[config.mk]
export PLATFORM = sky130hd
export DESIGN_NAME = host_cpu_sideband_control
export DESIGN_NICKNAME = d
export VERILOG_FILES = /design/src/host_cpu_sideband_tail.sv /design/src/host_cpu_sideband_pkg.sv /design/src/host_cpu_sideband_control.sv
export SDC_FILE = /design/constraint.sdc
export NUM_CORES = 1
export LEC_CHECK = 0
export CAP_MARGIN = 20
export CORE_AREA = 2 2 209 108
export CTS_CLUSTER_DIAMETER = 200
export DETAILED_ROUTE_END_ITERATION = 8
export DIE_AREA = 0 0 211 110
export DONT_BUFFER_PORTS = 1
export PLACE_DENSITY = 0.75
export SLEW_MARGIN = 20
export SYNTH_ARGS = -nofsm -noshare
export SYNTH_HDL_FRONTEND = slang
export SYNTH_SLANG_ARGS = --single-unit
[constraint.sdc]
create_clock -name pclk -period 3.05 [get_ports pclk]
set_input_delay 0.61 -clock pclk [delete_from_list [all_inputs] [get_ports pclk]]
set_output_delay 0.61 -clock pclk [all_outputs]
set_load 0.01 [all_outputs]
[src/host_cpu_sideband_tail.sv]
`timescale 1ns/100ps

[src/host_cpu_sideband_pkg.sv]
package host_cpu_sideband_pkg;
	// ****************************************************************
	// register map (byte addresses, paddr[7:0])
	// ****************************************************************
	localparam logic [7:0] OFS_CTRL      = 8'h00;
	localparam logic [7:0] OFS_FAST_GATE = 8'h04;
	localparam logic [7:0] OFS_RESET_CTL = 8'h08;
	localparam logic [7:0] OFS_FPU_CLEAR = 8'h0c;
	localparam logic [7:0] OFS_STATUS    = 8'h10;
	localparam logic [7:0] OFS_SMI_STAT  = 8'h14;

	// ctrl fields
	localparam int CT_FPU_EN   = 0;
	localparam int CT_NMI_SERR = 1;
	localparam int CT_NMI_IOCK = 2;
	localparam int CT_SMI_HW   = 3;
	localparam int CT_SMI_SW   = 4;
	localparam int CT_W        = 5;
	localparam logic [CT_W-1:0] CTRL_RST = 5'h00;

	// fast gate port fields
	localparam int FG_INIT = 0;
	localparam int FG_A20  = 1;
	localparam logic [1:0] FAST_GATE_RST = 2'h0;

	// reset control port fields
	localparam int RC_SYS = 1;
	localparam int RC_CPU = 2;
	localparam logic [2:1] RESET_CTL_RST = 2'h0;

	// status fields
	localparam int ST_IOQ_LSB = 0;
	localparam int ST_BNR     = 3;
	localparam int ST_FPU_IRQ = 4;
	localparam int ST_IGNORE_FPU_ERROR_OUT   = 5;
	localparam int ST_INIT    = 6;
	localparam int ST_NMI     = 7;
	localparam int ST_SMI     = 8;
	localparam int ST_ARMED   = 9;

	// ****************************************************************
	// host bus queue, special cycles, init pulse, write combining
	// ****************************************************************
	localparam logic [2:0] IOQ_DEPTH     = 3'h4;
	localparam logic [2:0] IOQ_NEAR_FULL = 3'h3;
	localparam logic [7:0] SHUTDOWN_BE   = 8'h01;
	localparam logic [4:0] INIT_PULSE_CLKS = 5'h10;
	localparam logic [31:0] WC_ADDR_STEP = 32'h0000_0004;

	// ****************************************************************
	// synchronised pins
	// ****************************************************************
	localparam int PIN_A20  = 0;
	localparam int PIN_FPU_ERROR_IN = 1;
	localparam int PIN_KBC_RESET_REQUEST_IN = 2;
	localparam int PIN_SERR = 3;
	localparam int PIN_IOCK = 4;
	localparam int PIN_N    = 5;
	localparam logic [PIN_N-1:0] SYNC_RST = 5'h1e;
endpackage

[src/host_cpu_sideband_control.sv]
`timescale 1ns/100ps
// Overview of operation
// - track up to four outstanding host bus transactions in an in-order queue
// - assert block-next-request when the queue is nearly full
// - keep block-next-request asserted until the queue starts draining
// - merge successive processor writes to PCI memory into one burst
// - combine only back-to-back posted processor-to-PCI writes on ascending dwords
// - processor writes to DRAM pass as plain DRAM writes, never merged
// - address bit 20 mask low only when fast gate and keyboard gate are zero
// - coprocessor error handling starts only while its enable bit is set; a disable drops line 13 only
// - enabled, an fpu error going active raises internal interrupt line 13
// - clear port write drops line 13 unless an fpu error rises in that cycle, and asserts ignore-error
// - ignore-error holds until fpu error goes inactive, never without it
// - disabled, no line 13 from fpu error and no ignore-error on clear
// - an init event while init is high drives init low for exactly 16 clocks
// - a shutdown special cycle on the host bus triggers init
// - fast gate port write taking soft init bit from 0 to 1 triggers init
// - reset port write raising system reset while cpu-only reset was 0 inits
// - keyboard reset request going low inits; rearmed only after it is high
// - nmi from pci system error or isa channel check when enabled
// - smi is active low, clocked, driven by enabled hardware or software events
// - special cycle byte enables 0000 0001 mean shutdown
module host_cpu_sideband_control
	import host_cpu_sideband_pkg::*;
(
	input  wire logic        pclk,
	input  wire logic        presetn,
	input  wire logic        psel,
	input  wire logic        penable,
	input  wire logic        pwrite,
	input  wire logic [7:0]  paddr,
	input  wire logic [31:0] pwdata,
	input  wire logic [3:0]  pstrb,
	output logic      [31:0] prdata,
	output logic             pready,
	output logic             pslverr,
	input  wire logic        ioq_req_start,
	input  wire logic        ioq_resp_done,
	output logic             block_next_request_n,
	input  wire logic        special_cycle_valid,
	input  wire logic [7:0]  special_cycle_be,
	input  wire logic        cpu_wr_valid,
	input  wire logic        cpu_wr_to_dram,
	input  wire logic [31:0] cpu_wr_addr,
	input  wire logic [31:0] cpu_wr_data,
	input  wire logic [3:0]  cpu_wr_be,
	output logic             cpu_wr_ready,
	output logic             pci_wr_valid,
	output logic             pci_wr_first,
	output logic             pci_wr_last,
	output logic      [31:0] pci_wr_addr,
	output logic      [31:0] pci_wr_data,
	output logic      [3:0]  pci_wr_be,
	input  wire logic        pci_wr_ready,
	output logic             dram_wr_valid,
	output logic      [31:0] dram_wr_addr,
	output logic      [31:0] dram_wr_data,
	output logic      [3:0]  dram_wr_be,
	input  wire logic        dram_wr_ready,
	input  wire logic        kbc_addr20_gate_in,
	output logic             addr_bit20_mask_out_n,
	input  wire logic        fpu_error_in_n,
	output logic             fpu_irq_line,
	output logic             ignore_fpu_error_out_n,
	output logic             init_out_n,
	input  wire logic        kbc_reset_request_in_n,
	input  wire logic        pci_serr_in_n,
	input  wire logic        isa_channel_check_in_n,
	output logic             nmi_out,
	input  wire logic        smi_event_in,
	output logic             sys_mgmt_irq_out_n
);

	// ****************************************************************
	// pin synchronisers
	// ****************************************************************
	logic [PIN_N-1:0] sync1_r;
	logic [PIN_N-1:0] sync2_r;
	wire  [PIN_N-1:0] pins_raw = {isa_channel_check_in_n, pci_serr_in_n,
		kbc_reset_request_in_n, fpu_error_in_n, kbc_addr20_gate_in};

	always_ff @(posedge pclk or negedge presetn) begin
		if (!presetn) begin
			sync1_r <= SYNC_RST;
			sync2_r <= SYNC_RST;
		end else begin
			sync1_r <= pins_raw;
			sync2_r <= sync1_r;
		end
	end

	// ****************************************************************
	// apb slave
	// ****************************************************************
	logic [CT_W-1:0] ctrl_r;
	logic [1:0]      fast_gate_r;
	logic [2:1]      reset_ctl_r;
	logic            smi_stat_r;
	logic [31:0]     prdata_r;
	logic [31:0]     status_w;

	wire setup    = psel & ~penable;
	wire access   = psel & penable;
	wire sel_ctrl = (paddr == OFS_CTRL);
	wire sel_fast = (paddr == OFS_FAST_GATE);
	wire sel_rst  = (paddr == OFS_RESET_CTL);
	wire sel_fclr = (paddr == OFS_FPU_CLEAR);
	wire sel_stat = (paddr == OFS_STATUS);
	wire sel_smi  = (paddr == OFS_SMI_STAT);
	wire hit      = sel_ctrl | sel_fast | sel_rst | sel_fclr | sel_stat
		| sel_smi;
	wire wr_lo    = access & pwrite & pstrb[0];
	wire wr_ctrl  = wr_lo & sel_ctrl;
	wire wr_fast  = wr_lo & sel_fast;
	wire wr_rst   = wr_lo & sel_rst;
	wire wr_smi   = wr_lo & sel_smi;
	// the clear port acts on any write, whatever its data or strobes
	wire wr_fclr  = access & pwrite & sel_fclr;

	wire [31:0] rd_mux =
		sel_ctrl ? {27'h0, ctrl_r} :
		sel_fast ? {30'h0, fast_gate_r} :
		sel_rst  ? {29'h0, reset_ctl_r, 1'b0} :
		sel_stat ? status_w :
		sel_smi  ? {31'h0, smi_stat_r} : 32'h0;

	// read data is caught in the setup cycle so the access phase needs no wait
	assign pready  = access;
	assign pslverr = access & ~hit;
	assign prdata  = prdata_r;

	always_ff @(posedge pclk or negedge presetn) begin
		if (!presetn)
			prdata_r <= 32'h0;
		else if (setup)
			prdata_r <= pwrite ? 32'h0 : rd_mux;
	end

	always_ff @(posedge pclk or negedge presetn) begin
		if (!presetn) begin
			ctrl_r      <= CTRL_RST;
			fast_gate_r <= FAST_GATE_RST;
			reset_ctl_r <= RESET_CTL_RST;
		end else begin
			if (wr_ctrl)
				ctrl_r <= pwdata[CT_W-1:0];
			if (wr_fast)
				fast_gate_r <= pwdata[1:0];
			if (wr_rst)
				reset_ctl_r <= pwdata[2:1];
		end
	end

	// ****************************************************************
	// in-order queue and block-next-request
	// ****************************************************************
	logic [2:0] ioq_cnt_r;
	logic       bnr_r;
	wire start_ok = ioq_req_start & (ioq_cnt_r != IOQ_DEPTH);
	wire done_ok  = ioq_resp_done & (ioq_cnt_r != 3'h0);
	wire [2:0] ioq_cnt_nxt = ioq_cnt_r + {2'h0, start_ok}
		- {2'h0, done_ok};

	always_ff @(posedge pclk or negedge presetn) begin
		if (!presetn) begin
			ioq_cnt_r <= 3'h0;
			bnr_r     <= 1'b0;
		end else begin
			ioq_cnt_r <= ioq_cnt_nxt;
			if (done_ok)
				bnr_r <= 1'b0;
			// only a new request re-blocks, so a retire stays a real release
			else if (start_ok && ioq_cnt_nxt >= IOQ_NEAR_FULL)
				bnr_r <= 1'b1;
		end
	end
	assign block_next_request_n = ~bnr_r;

	// ****************************************************************
	// processor write path: pci combining, dram pass-through
	// ****************************************************************
	// a burst only grows while writes arrive back to back on ascending
	// dwords; a gap closes it, trading burst length for no flush timer
	logic        hold_v_r;
	logic [31:0] hold_addr_r;
	logic [31:0] hold_data_r;
	logic [3:0]  hold_be_r;
	logic        pci_v_r;
	logic        pci_first_r;
	logic        pci_last_r;
	logic [31:0] pci_addr_r;
	logic [31:0] pci_data_r;
	logic [3:0]  pci_be_r;
	logic        in_burst_r;
	logic        dram_v_r;
	logic [31:0] dram_addr_r;
	logic [31:0] dram_data_r;
	logic [3:0]  dram_be_r;

	wire in_pci   = cpu_wr_valid & ~cpu_wr_to_dram;
	wire out_free = ~pci_v_r | pci_wr_ready;
	wire pci_room = ~hold_v_r | out_free;
	wire pci_acc  = in_pci & pci_room;
	wire [31:0] next_addr = hold_addr_r + WC_ADDR_STEP;
	wire seq      = cpu_wr_addr == next_addr;
	wire move     = hold_v_r & out_free;
	wire move_last = ~(pci_acc & seq);
	wire dram_room = ~dram_v_r | dram_wr_ready;
	wire dram_acc = cpu_wr_valid & cpu_wr_to_dram & dram_room;

	assign cpu_wr_ready = cpu_wr_to_dram ? dram_room : pci_room;

	always_ff @(posedge pclk or negedge presetn) begin
		if (!presetn)
			hold_v_r <= 1'b0;
		else
			hold_v_r <= pci_acc | (hold_v_r & ~move);
	end

	always_ff @(posedge pclk) begin
		if (pci_acc) begin
			hold_addr_r <= cpu_wr_addr;
			hold_data_r <= cpu_wr_data;
			hold_be_r   <= cpu_wr_be;
		end
	end

	always_ff @(posedge pclk or negedge presetn) begin
		if (!presetn) begin
			pci_v_r     <= 1'b0;
			pci_first_r <= 1'b0;
			pci_last_r  <= 1'b0;
			pci_addr_r  <= 32'h0;
			pci_data_r  <= 32'h0;
			pci_be_r    <= 4'h0;
			in_burst_r  <= 1'b0;
		end else if (move) begin
			pci_v_r     <= 1'b1;
			pci_first_r <= ~in_burst_r;
			pci_last_r  <= move_last;
			pci_addr_r  <= hold_addr_r;
			pci_data_r  <= hold_data_r;
			pci_be_r    <= hold_be_r;
			in_burst_r  <= ~move_last;
		end else if (pci_wr_ready) begin
			pci_v_r <= 1'b0;
		end
	end

	always_ff @(posedge pclk or negedge presetn) begin
		if (!presetn) begin
			dram_v_r    <= 1'b0;
			dram_addr_r <= 32'h0;
			dram_data_r <= 32'h0;
			dram_be_r   <= 4'h0;
		end else if (dram_acc) begin
			dram_v_r    <= 1'b1;
			dram_addr_r <= cpu_wr_addr;
			dram_data_r <= cpu_wr_data;
			dram_be_r   <= cpu_wr_be;
		end else if (dram_wr_ready) begin
			dram_v_r <= 1'b0;
		end
	end

	assign pci_wr_valid  = pci_v_r;
	assign pci_wr_first  = pci_first_r;
	assign pci_wr_last   = pci_last_r;
	assign pci_wr_addr   = pci_addr_r;
	assign pci_wr_data   = pci_data_r;
	assign pci_wr_be     = pci_be_r;
	assign dram_wr_valid = dram_v_r;
	assign dram_wr_addr  = dram_addr_r;
	assign dram_wr_data  = dram_data_r;
	assign dram_wr_be    = dram_be_r;

	// ****************************************************************
	// address bit 20 mask
	// ****************************************************************
	logic addr_bit20_mask_out_n_r;
	always_ff @(posedge pclk or negedge presetn) begin
		if (!presetn)
			addr_bit20_mask_out_n_r <= 1'b0;
		else
			addr_bit20_mask_out_n_r <= fast_gate_r[FG_A20] | sync2_r[PIN_A20];
	end
	assign addr_bit20_mask_out_n = addr_bit20_mask_out_n_r;

	// ****************************************************************
	// coprocessor error
	// ****************************************************************
	logic fpu_irq_r;
	logic ignore_fpu_error_out_r;
	logic fpu_error_in_prev_r;
	wire  fpu_en    = ctrl_r[CT_FPU_EN];
	wire  fpu_error_in_act  = ~sync2_r[PIN_FPU_ERROR_IN];
	wire  fpu_error_in_rise = fpu_error_in_act & ~fpu_error_in_prev_r;

	always_ff @(posedge pclk or negedge presetn) begin
		if (!presetn) begin
			fpu_error_in_prev_r <= 1'b0;
			fpu_irq_r   <= 1'b0;
			ignore_fpu_error_out_r     <= 1'b0;
		end else begin
			fpu_error_in_prev_r <= fpu_error_in_act;
			if (!fpu_en)
				fpu_irq_r <= 1'b0;
			else if (fpu_error_in_rise)
				fpu_irq_r <= 1'b1;
			else if (wr_fclr)
				fpu_irq_r <= 1'b0;
			if (!fpu_error_in_act)
				ignore_fpu_error_out_r <= 1'b0;
			else if (wr_fclr && fpu_en)
				ignore_fpu_error_out_r <= 1'b1;
		end
	end
	assign fpu_irq_line = fpu_irq_r;
	// gated with the live error level so a dropped error releases at once
	assign ignore_fpu_error_out_n = ~(ignore_fpu_error_out_r & fpu_error_in_act);

	// ****************************************************************
	// init pulse
	// ****************************************************************
	logic [4:0] init_cnt_r;
	logic       init_n_r;
	logic       kbc_armed_r;
	wire trig_shut = special_cycle_valid
		& (special_cycle_be == SHUTDOWN_BE);
	wire trig_soft = wr_fast & pwdata[FG_INIT]
		& ~fast_gate_r[FG_INIT];
	wire trig_rst  = wr_rst & pwdata[RC_SYS] & ~reset_ctl_r[RC_SYS]
		& ~reset_ctl_r[RC_CPU];
	wire trig_kbc  = kbc_armed_r & ~sync2_r[PIN_KBC_RESET_REQUEST_IN];
	wire init_trig = trig_shut | trig_soft | trig_rst | trig_kbc;
	wire [4:0] init_cnt_nxt =
		(init_cnt_r != 5'h0) ? init_cnt_r - 5'h1 :
		init_trig ? INIT_PULSE_CLKS : 5'h0;

	always_ff @(posedge pclk or negedge presetn) begin
		if (!presetn) begin
			init_cnt_r  <= 5'h0;
			init_n_r    <= 1'b1;
			kbc_armed_r <= 1'b0;
		end else begin
			init_cnt_r  <= init_cnt_nxt;
			init_n_r    <= (init_cnt_nxt == 5'h0);
			if (sync2_r[PIN_KBC_RESET_REQUEST_IN])
				kbc_armed_r <= 1'b1;
			else if (trig_kbc)
				kbc_armed_r <= 1'b0;
		end
	end
	assign init_out_n = init_n_r;

	// ****************************************************************
	// nmi and smi
	// ****************************************************************
	logic nmi_r;
	logic smi_n_r;
	always_ff @(posedge pclk or negedge presetn) begin
		if (!presetn) begin
			nmi_r      <= 1'b0;
			smi_stat_r <= 1'b0;
			smi_n_r    <= 1'b1;
		end else begin
			nmi_r <= (ctrl_r[CT_NMI_SERR] & ~sync2_r[PIN_SERR])
				| (ctrl_r[CT_NMI_IOCK] & ~sync2_r[PIN_IOCK]);
			// a new event beats a clear in the same cycle
			if (smi_event_in)
				smi_stat_r <= 1'b1;
			else if (wr_smi && pwdata[0])
				smi_stat_r <= 1'b0;
			smi_n_r <= ~((smi_stat_r & ctrl_r[CT_SMI_HW])
				| ctrl_r[CT_SMI_SW]);
		end
	end
	assign nmi_out            = nmi_r;
	assign sys_mgmt_irq_out_n = smi_n_r;

	// ****************************************************************
	// status image
	// ****************************************************************
	assign status_w = {22'h0, kbc_armed_r, ~smi_n_r, nmi_r,
		(init_cnt_r != 5'h0), ignore_fpu_error_out_r, fpu_irq_r, bnr_r, ioq_cnt_r};

endmodule // host_cpu_sideband_control

; ---- Word level (Yosys, flattened, before mapping)
; Index checks and enable logic that the tools add are counted.
[word_totals]
ff_bits = 279
inputBits = 138
out_inout_bits = 182
wordCells = 151
[classes]
addsub = 4
magnitude_cmp = 1
eq_ne = 9
muxes = 24
n_bitwise = 67
n_reduce_logical = 13
[ops]
columns = op, count
row1 = 10-bit 2-to-1 mux, 5
row2 = "32-bit by 3-bit adder with 32-bit output, second input constant", 1
row3 = 32-bit == test, 1
row4 = 1-bit AND, 31
row5 = 1-bit NOT, 21
row6 = 1-bit 2-to-1 mux, 17
row7 = "8-bit by 4-bit == test with 1-bit output, second input constant", 2
row8 = "8-bit by 5-bit == test with 1-bit output, second input constant", 2
row9 = 1-bit bitwise OR, 15
row10 = 2-bit nonzero test, 6
row11 = 5-bit 2-to-1 mux, 2
row12 = "8-bit by 1-bit == test with 1-bit output, second input constant", 1
row13 = "8-bit by 3-bit == test with 1-bit output, second input constant", 1
row14 = 8-bit logical NOT, 1
row15 = 5-bit logical NOT, 1
row16 = 5-bit nonzero test, 1
row17 = "5-bit by 1-bit subtractor with 5-bit output, second input constant", 1
row18 = 3-bit by 1-bit adder with 3-bit output, 1
row19 = "3-bit by 2-bit greater-or-equal comparator with 1-bit output, second input constant", 1
row20 = 1-bit logical AND, 3
row21 = "3-bit by 1-bit != test with 1-bit output, second input constant", 1
row22 = "3-bit != test, second input constant", 1
row23 = 3-bit nonzero test, 1
row24 = 3-bit by 1-bit subtractor with 3-bit output, 1

; ---- Longest topological paths before layout
[logic_depth]
word_depth = 12
mapped_depth = 10
mapped_depth_nobuf = 10

; ---- Worst setup path before layout
; OpenSTA, ideal clock, no wires.
[synth_timing]
kind = input port to flip-flop
startpoint = in pci_wr_ready
endpoint = reg hold_addr_r[0], enable pin
setup_time_ns = 0.422
arrival_ns = 2.185
t_required_ns = 2.628
setup_slack_ns = 0.443
path_stages = 3
path_buffers = 0
cell_sequence = nand3b_1 -> nand3b_1 -> inv_1
[synth_via]
elab_chain_cells = 3
[synth_lines]
columns = item, line
row1 = "start, declared", host_cpu_sideband_control.sv:54  ; input wire logic pci_wr_ready,
row2 = 1-bit bitwise OR, host_cpu_sideband_control.sv:201  ; wire out_free = ~pci_v_r | pci_wr_ready;
row3 = 1-bit bitwise OR, host_cpu_sideband_control.sv:202  ; wire pci_room = ~hold_v_r | out_free;
row4 = 1-bit AND, host_cpu_sideband_control.sv:203  ; wire pci_acc = in_pci & pci_room;
row5 = net pci_acc, host_cpu_sideband_control.sv:203
row6 = "end signal, assigned", host_cpu_sideband_control.sv:222  ; hold_addr_r <= cpu_wr_addr;
row7 = "end, declared", host_cpu_sideband_control.sv:185  ; logic [31:0] hold_addr_r;
; The timed path passes the listed nets, and every way through them passes these cells.
; A chain may end at the register's enable or synchronous reset.

; ---- Final worst setup path
[layout_timing]
startpoint = reg hold_addr_r[14]
endpoint = reg pci_last_r (netlist: pci_wr_last)
[layout_via]
elab_chain_cells = 4
[layout_lines]
columns = item, line
row1 = 32-bit by 3-bit adder with 32-bit output, host_cpu_sideband_control.sv:204  ; wire [31:0] next_addr = hold_addr_r + WC_ADDR_STEP;
row2 = 32-bit == test, host_cpu_sideband_control.sv:205  ; wire seq = cpu_wr_addr == next_addr;
row3 = 1-bit AND, host_cpu_sideband_control.sv:207  ; wire move_last = ~(pci_acc & seq);
row4 = 1-bit NOT, host_cpu_sideband_control.sv:207
row5 = "end signal, assigned", host_cpu_sideband_control.sv:240  ; pci_last_r <= move_last;
row6 = "end, declared", host_cpu_sideband_control.sv:190  ; logic pci_last_r;
; No other way between the ends.

==> results.tsv <==
metric	value	unit
run_status	complete, but fails checks	
violated_checks	negative hold slack	
finish.cell_count_without_fillers	1043	
drive_above_1_share	0.2831	
routed_wire_length_per_instance	23.26	um
post_synth_xor_area_fraction	0.04072	
drc_errors	0	
worst-endpoint-required	3440	ps
clockBufferDepth	3	
dp_cells	1002	
p_leak	4.597	nW
grt_pass1_vias	5768	
synth_top_cells_by_area	sky130_fd_sc_hd__dfrtp_1 43%, sky130_fd_sc_hd__edfxtp_1 19%, sky130_fd_sc_hd__mux2_2 15%	
path_clk_slew	70	ps
synth_async_sr_flop_share	0.7354	
synth_cells	737	
std_cell_rows	38	
hold_path.class	input pin to async pin	
post-route-util	0.5403	
ios	320	
final_period_minus_worst_setup_slack	2627	ps
powerDensity	729.0	nW/um^2
htreeDepth	1	
initial_antenna_violation_count	0	
cpPeakStageDelay	540	ps
fmaxAchievable	380.7	MHz
core	21350	um^2
min_period_over_period	0.8613	
yosys_most_used_dff	sky130_fd_sc_hd__dfrtp_1	
full_die_area	23210	um^2
die_height	110	um
setup_viols_final	0	
die-width	211	um
dr_vias	5996	
finalHoldViolations	179	
irDropWorstVdd	481.9	uV
diodes	0	
grt_setup_unrepaired	no	
synth_top_cell_area_share	0.4250	
met3RoutedLength	2.944	mm
routabilityCongestion	0.9234	
synth-edff-count	68	
synth-seq-cells	257	
wl_met2	9.567	mm
cts_buffers	23	
post_synth_most_frequent_cells	179 x sky130_fd_sc_hd__dfrtp_1, 142 x sky130_fd_sc_hd__mux2_2, 68 x sky130_fd_sc_hd__edfxtp_1	
slew_headroom	0.2905	
global_route.overflow_total	0	
post_cts_resized	0	
drt-met1-wl	11.49	mm
drt_iter0_markers	541	
whs	-197.2	ps
finalMaxSlewViolations	0	
cp_max_fo	7	
post-layout-total-power	8.408	mW
via_per_inst	5.749	
slowest_stage	sky130_fd_sc_hd__nor3_1	
fillerInstances	1731	
slew_at_the_pin_closest_to_its_max_slew_limit	1064	ps
tritoncts	done	
synth_simple_gate_area_share	0.08311	
cap_viol_max_count	0	
avgSynthCellArea	14.30	um^2
grt_max_degree	190	
path_common_cell	sky130_fd_sc_hd__nand4_1	
placement.io_buffers	0	
area.growth.synth_to_final	9.439	%
main_combinational_cell_family_by_area_after_synthesis	multiplexers	
finalWirelength	24.26	mm
yosys.cell_count.top_type	sky130_fd_sc_hd__dfrtp_1	
clkSinkCount	257	
critical_path.startpoint_type	flip-flop	
hpwlAfterDp	17.33	mm
ant_nets	0	
setup_cp_type	flip-flop to flip-flop	
setup_tns	0	ps
floorplan.initialDensity	0.4937	
synthesized_area_fraction_occupied_by_ao_oa_aoi_and_oai_cells	0.04286	
layout_net_count	889	
cts.repair_timing.setup_buffer_count	0	
worstSkewPairLatency	510	ps
synth_area_leader_cell	sky130_fd_sc_hd__dfrtp_1	
global_route.usage.total	0.2054	
ys_seq_area_frac	0.6437	
post_synth_fa_ha_maj_area_fraction	0.005461	
yosysWarningCount	0	
synth.cell_area	10540	um^2
grt_pass1_wl	35.64	mm
highest_routed_layer	met4	
fin_skew	15.49	ps
cp_data_arrival_time	3020	ps
cts-root-buf	sky130_fd_sc_hd__clkbuf_16	
path_cells	nand4_1 > nor3_1 > nand3_1 > o31ai_1 > nor4b_2 > nand4_1 > nor2b_4	
detail_route.first_pass.iterations	4	
synth.distinct_cells	69	
category_of_the_worst_setup_path_capture_point	flip-flop	
synth.mux.area_fraction	0.1527	
[final timing paths]
path	slack (ps)	start	cells past startpoint	end
max in group asynchronous	2920	presetn	0	sync2_r[1]
max reg2reg	420	hold_addr_r[14]	7	pci_wr_last
min	-200	presetn	0	dram_wr_addr[5]
min reg2reg	350	sync1_r[0]	0	sync2_r[0]
min in group pclk	100	fpu_error_in_n	0	sync1_r[1]
max	420	hold_addr_r[14]	7	pci_wr_last
[sequential cells by signal (all words and copies together) (netlist names), 5 cells and up]
register and flops:
hold_addr_r 32, dram_wr_data 32, prdata 10, sync1_r 5, pci_wr_data 32, ctrl_r 5, hold_data_r 32, dram_wr_addr 32
pci_wr_addr 32, init_cnt_r 5, sync2_r 5
[per-layer routing]
metal | vias up | track usage
li1 | 2641 | -
met1 | 3044 | 0.3164
met2 | 290 | 0.2686
met3 | 21 | 0.08782
met4 | 0 | 0.03119
met5 | - | 0
[report_power, final]
| part | internal (mW) | switching (mW) | total [mW] |
|---|---|---|---|
| registers | 4.06 | 0.610 | 4.67 |
| clock network | 1.58 | 1.24 | 2.82 |
| logic | 0.508 | 0.407 | 0.915 |
| total | 6.15 | 2.26 | 8.41 |
[layout make-up]
class / count / area (um^2) / share of cell area
flip-flops and latches: 257 / 6784 / 0.5882
inverters: 17 / 65.06 / 0.005641
repair buffers: 11 / 95.09 / 0.008245
multi-input cells: 437 / 3521 / 0.3053
clock buffers: 29 / 608.1 / 0.05272
well taps: 280 / 350.3 / 0.03038
clock inverters: 12 / 110.1 / 0.009547
[metrics by stage]
| stage | area (um^2) | setup WS, ps | hold WS (ps) |
|---|---|---|---|
| CTS | 11530 | 518.5 | -231.4 |
| floorplan | 10620 | 443.3 | 314.4 |
| detailed placement | 10820 | 518.2 | 318.4 |
| global placement | 10820 | 516.4 | 318.2 |
| global route | 11530 | 215.7 | -232.5 |
| finish | 11530 | 423.0 | -197.2 |
[cell families (layout without fill, tap and decap cells)]
| logic type | Yosys count | in the layout |
|---|---|---|
| AND/OR/NAND/NOR | 154 | 154 |
| adder cells (fa/ha/maj) | 4 | 4 |
| buffers and inverters | 64 | 69 |
| XOR/XNOR | 49 | 49 |
| multiplexers | 143 | 143 |
| AO/OA/AOI/OAI | 65 | 65 |
| flip-flops | 257 | 257 |
| other | 1 | 22 |
[critical path, delay by kind of cell, from the launching register on]
kind	cells	cell delay, ps
compound gates	1	410
simple gates	6	1570
flops	1	530
[placed cells by master (no fill, tap or decap), types with 3 or more instances in the layout]
| cell type | instances |
|---|---|
| sky130_fd_sc_hd__nor2_1 | 21 |
| sky130_fd_sc_hd__nor4_1 | 6 |
| sky130_fd_sc_hd__a31oi_1 | 6 |
| sky130_fd_sc_hd__a22o_1 | 3 |
| sky130_fd_sc_hd__a21oi_1 | 8 |
| sky130_fd_sc_hd__or4_1 | 5 |
| sky130_fd_sc_hd__ha_1 | 3 |
| sky130_fd_sc_hd__nand3_1 | 10 |
| sky130_fd_sc_hd__xor2_1 | 18 |
| sky130_fd_sc_hd__clkbuf_1 | 5 |
| sky130_fd_sc_hd__nor3b_1 | 3 |
| sky130_fd_sc_hd__dfrtp_1 | 179 |
| sky130_fd_sc_hd__o21ai_0 | 17 |
| sky130_fd_sc_hd__o41ai_1 | 3 |
| sky130_fd_sc_hd__mux2_2 | 142 |
| sky130_fd_sc_hd__conb_1 | 22 |
| sky130_fd_sc_hd__clkinv_2 | 5 |
| sky130_fd_sc_hd__buf_4 | 10 |
| sky130_fd_sc_hd__nand2_1 | 41 |
| sky130_fd_sc_hd__or2_2 | 4 |
| sky130_fd_sc_hd__xnor2_1 | 31 |
| sky130_fd_sc_hd__and4_1 | 3 |
| sky130_fd_sc_hd__edfxtp_1 | 68 |
| sky130_fd_sc_hd__a211oi_1 | 3 |
| sky130_fd_sc_hd__inv_1 | 16 |
| sky130_fd_sc_hd__dfstp_2 | 10 |
| sky130_fd_sc_hd__a22oi_1 | 3 |
| sky130_fd_sc_hd__nand2b_1 | 5 |
| sky130_fd_sc_hd__clkinv_1 | 4 |
| sky130_fd_sc_hd__clkbuf_16 | 23 |
| sky130_fd_sc_hd__and3_1 | 7 |
| sky130_fd_sc_hd__nor3_1 | 12 |
| sky130_fd_sc_hd__nand4_1 | 12 |
| sky130_fd_sc_hd__or3_1 | 4 |
No activity file was read; power rests on OpenSTA's default activity.
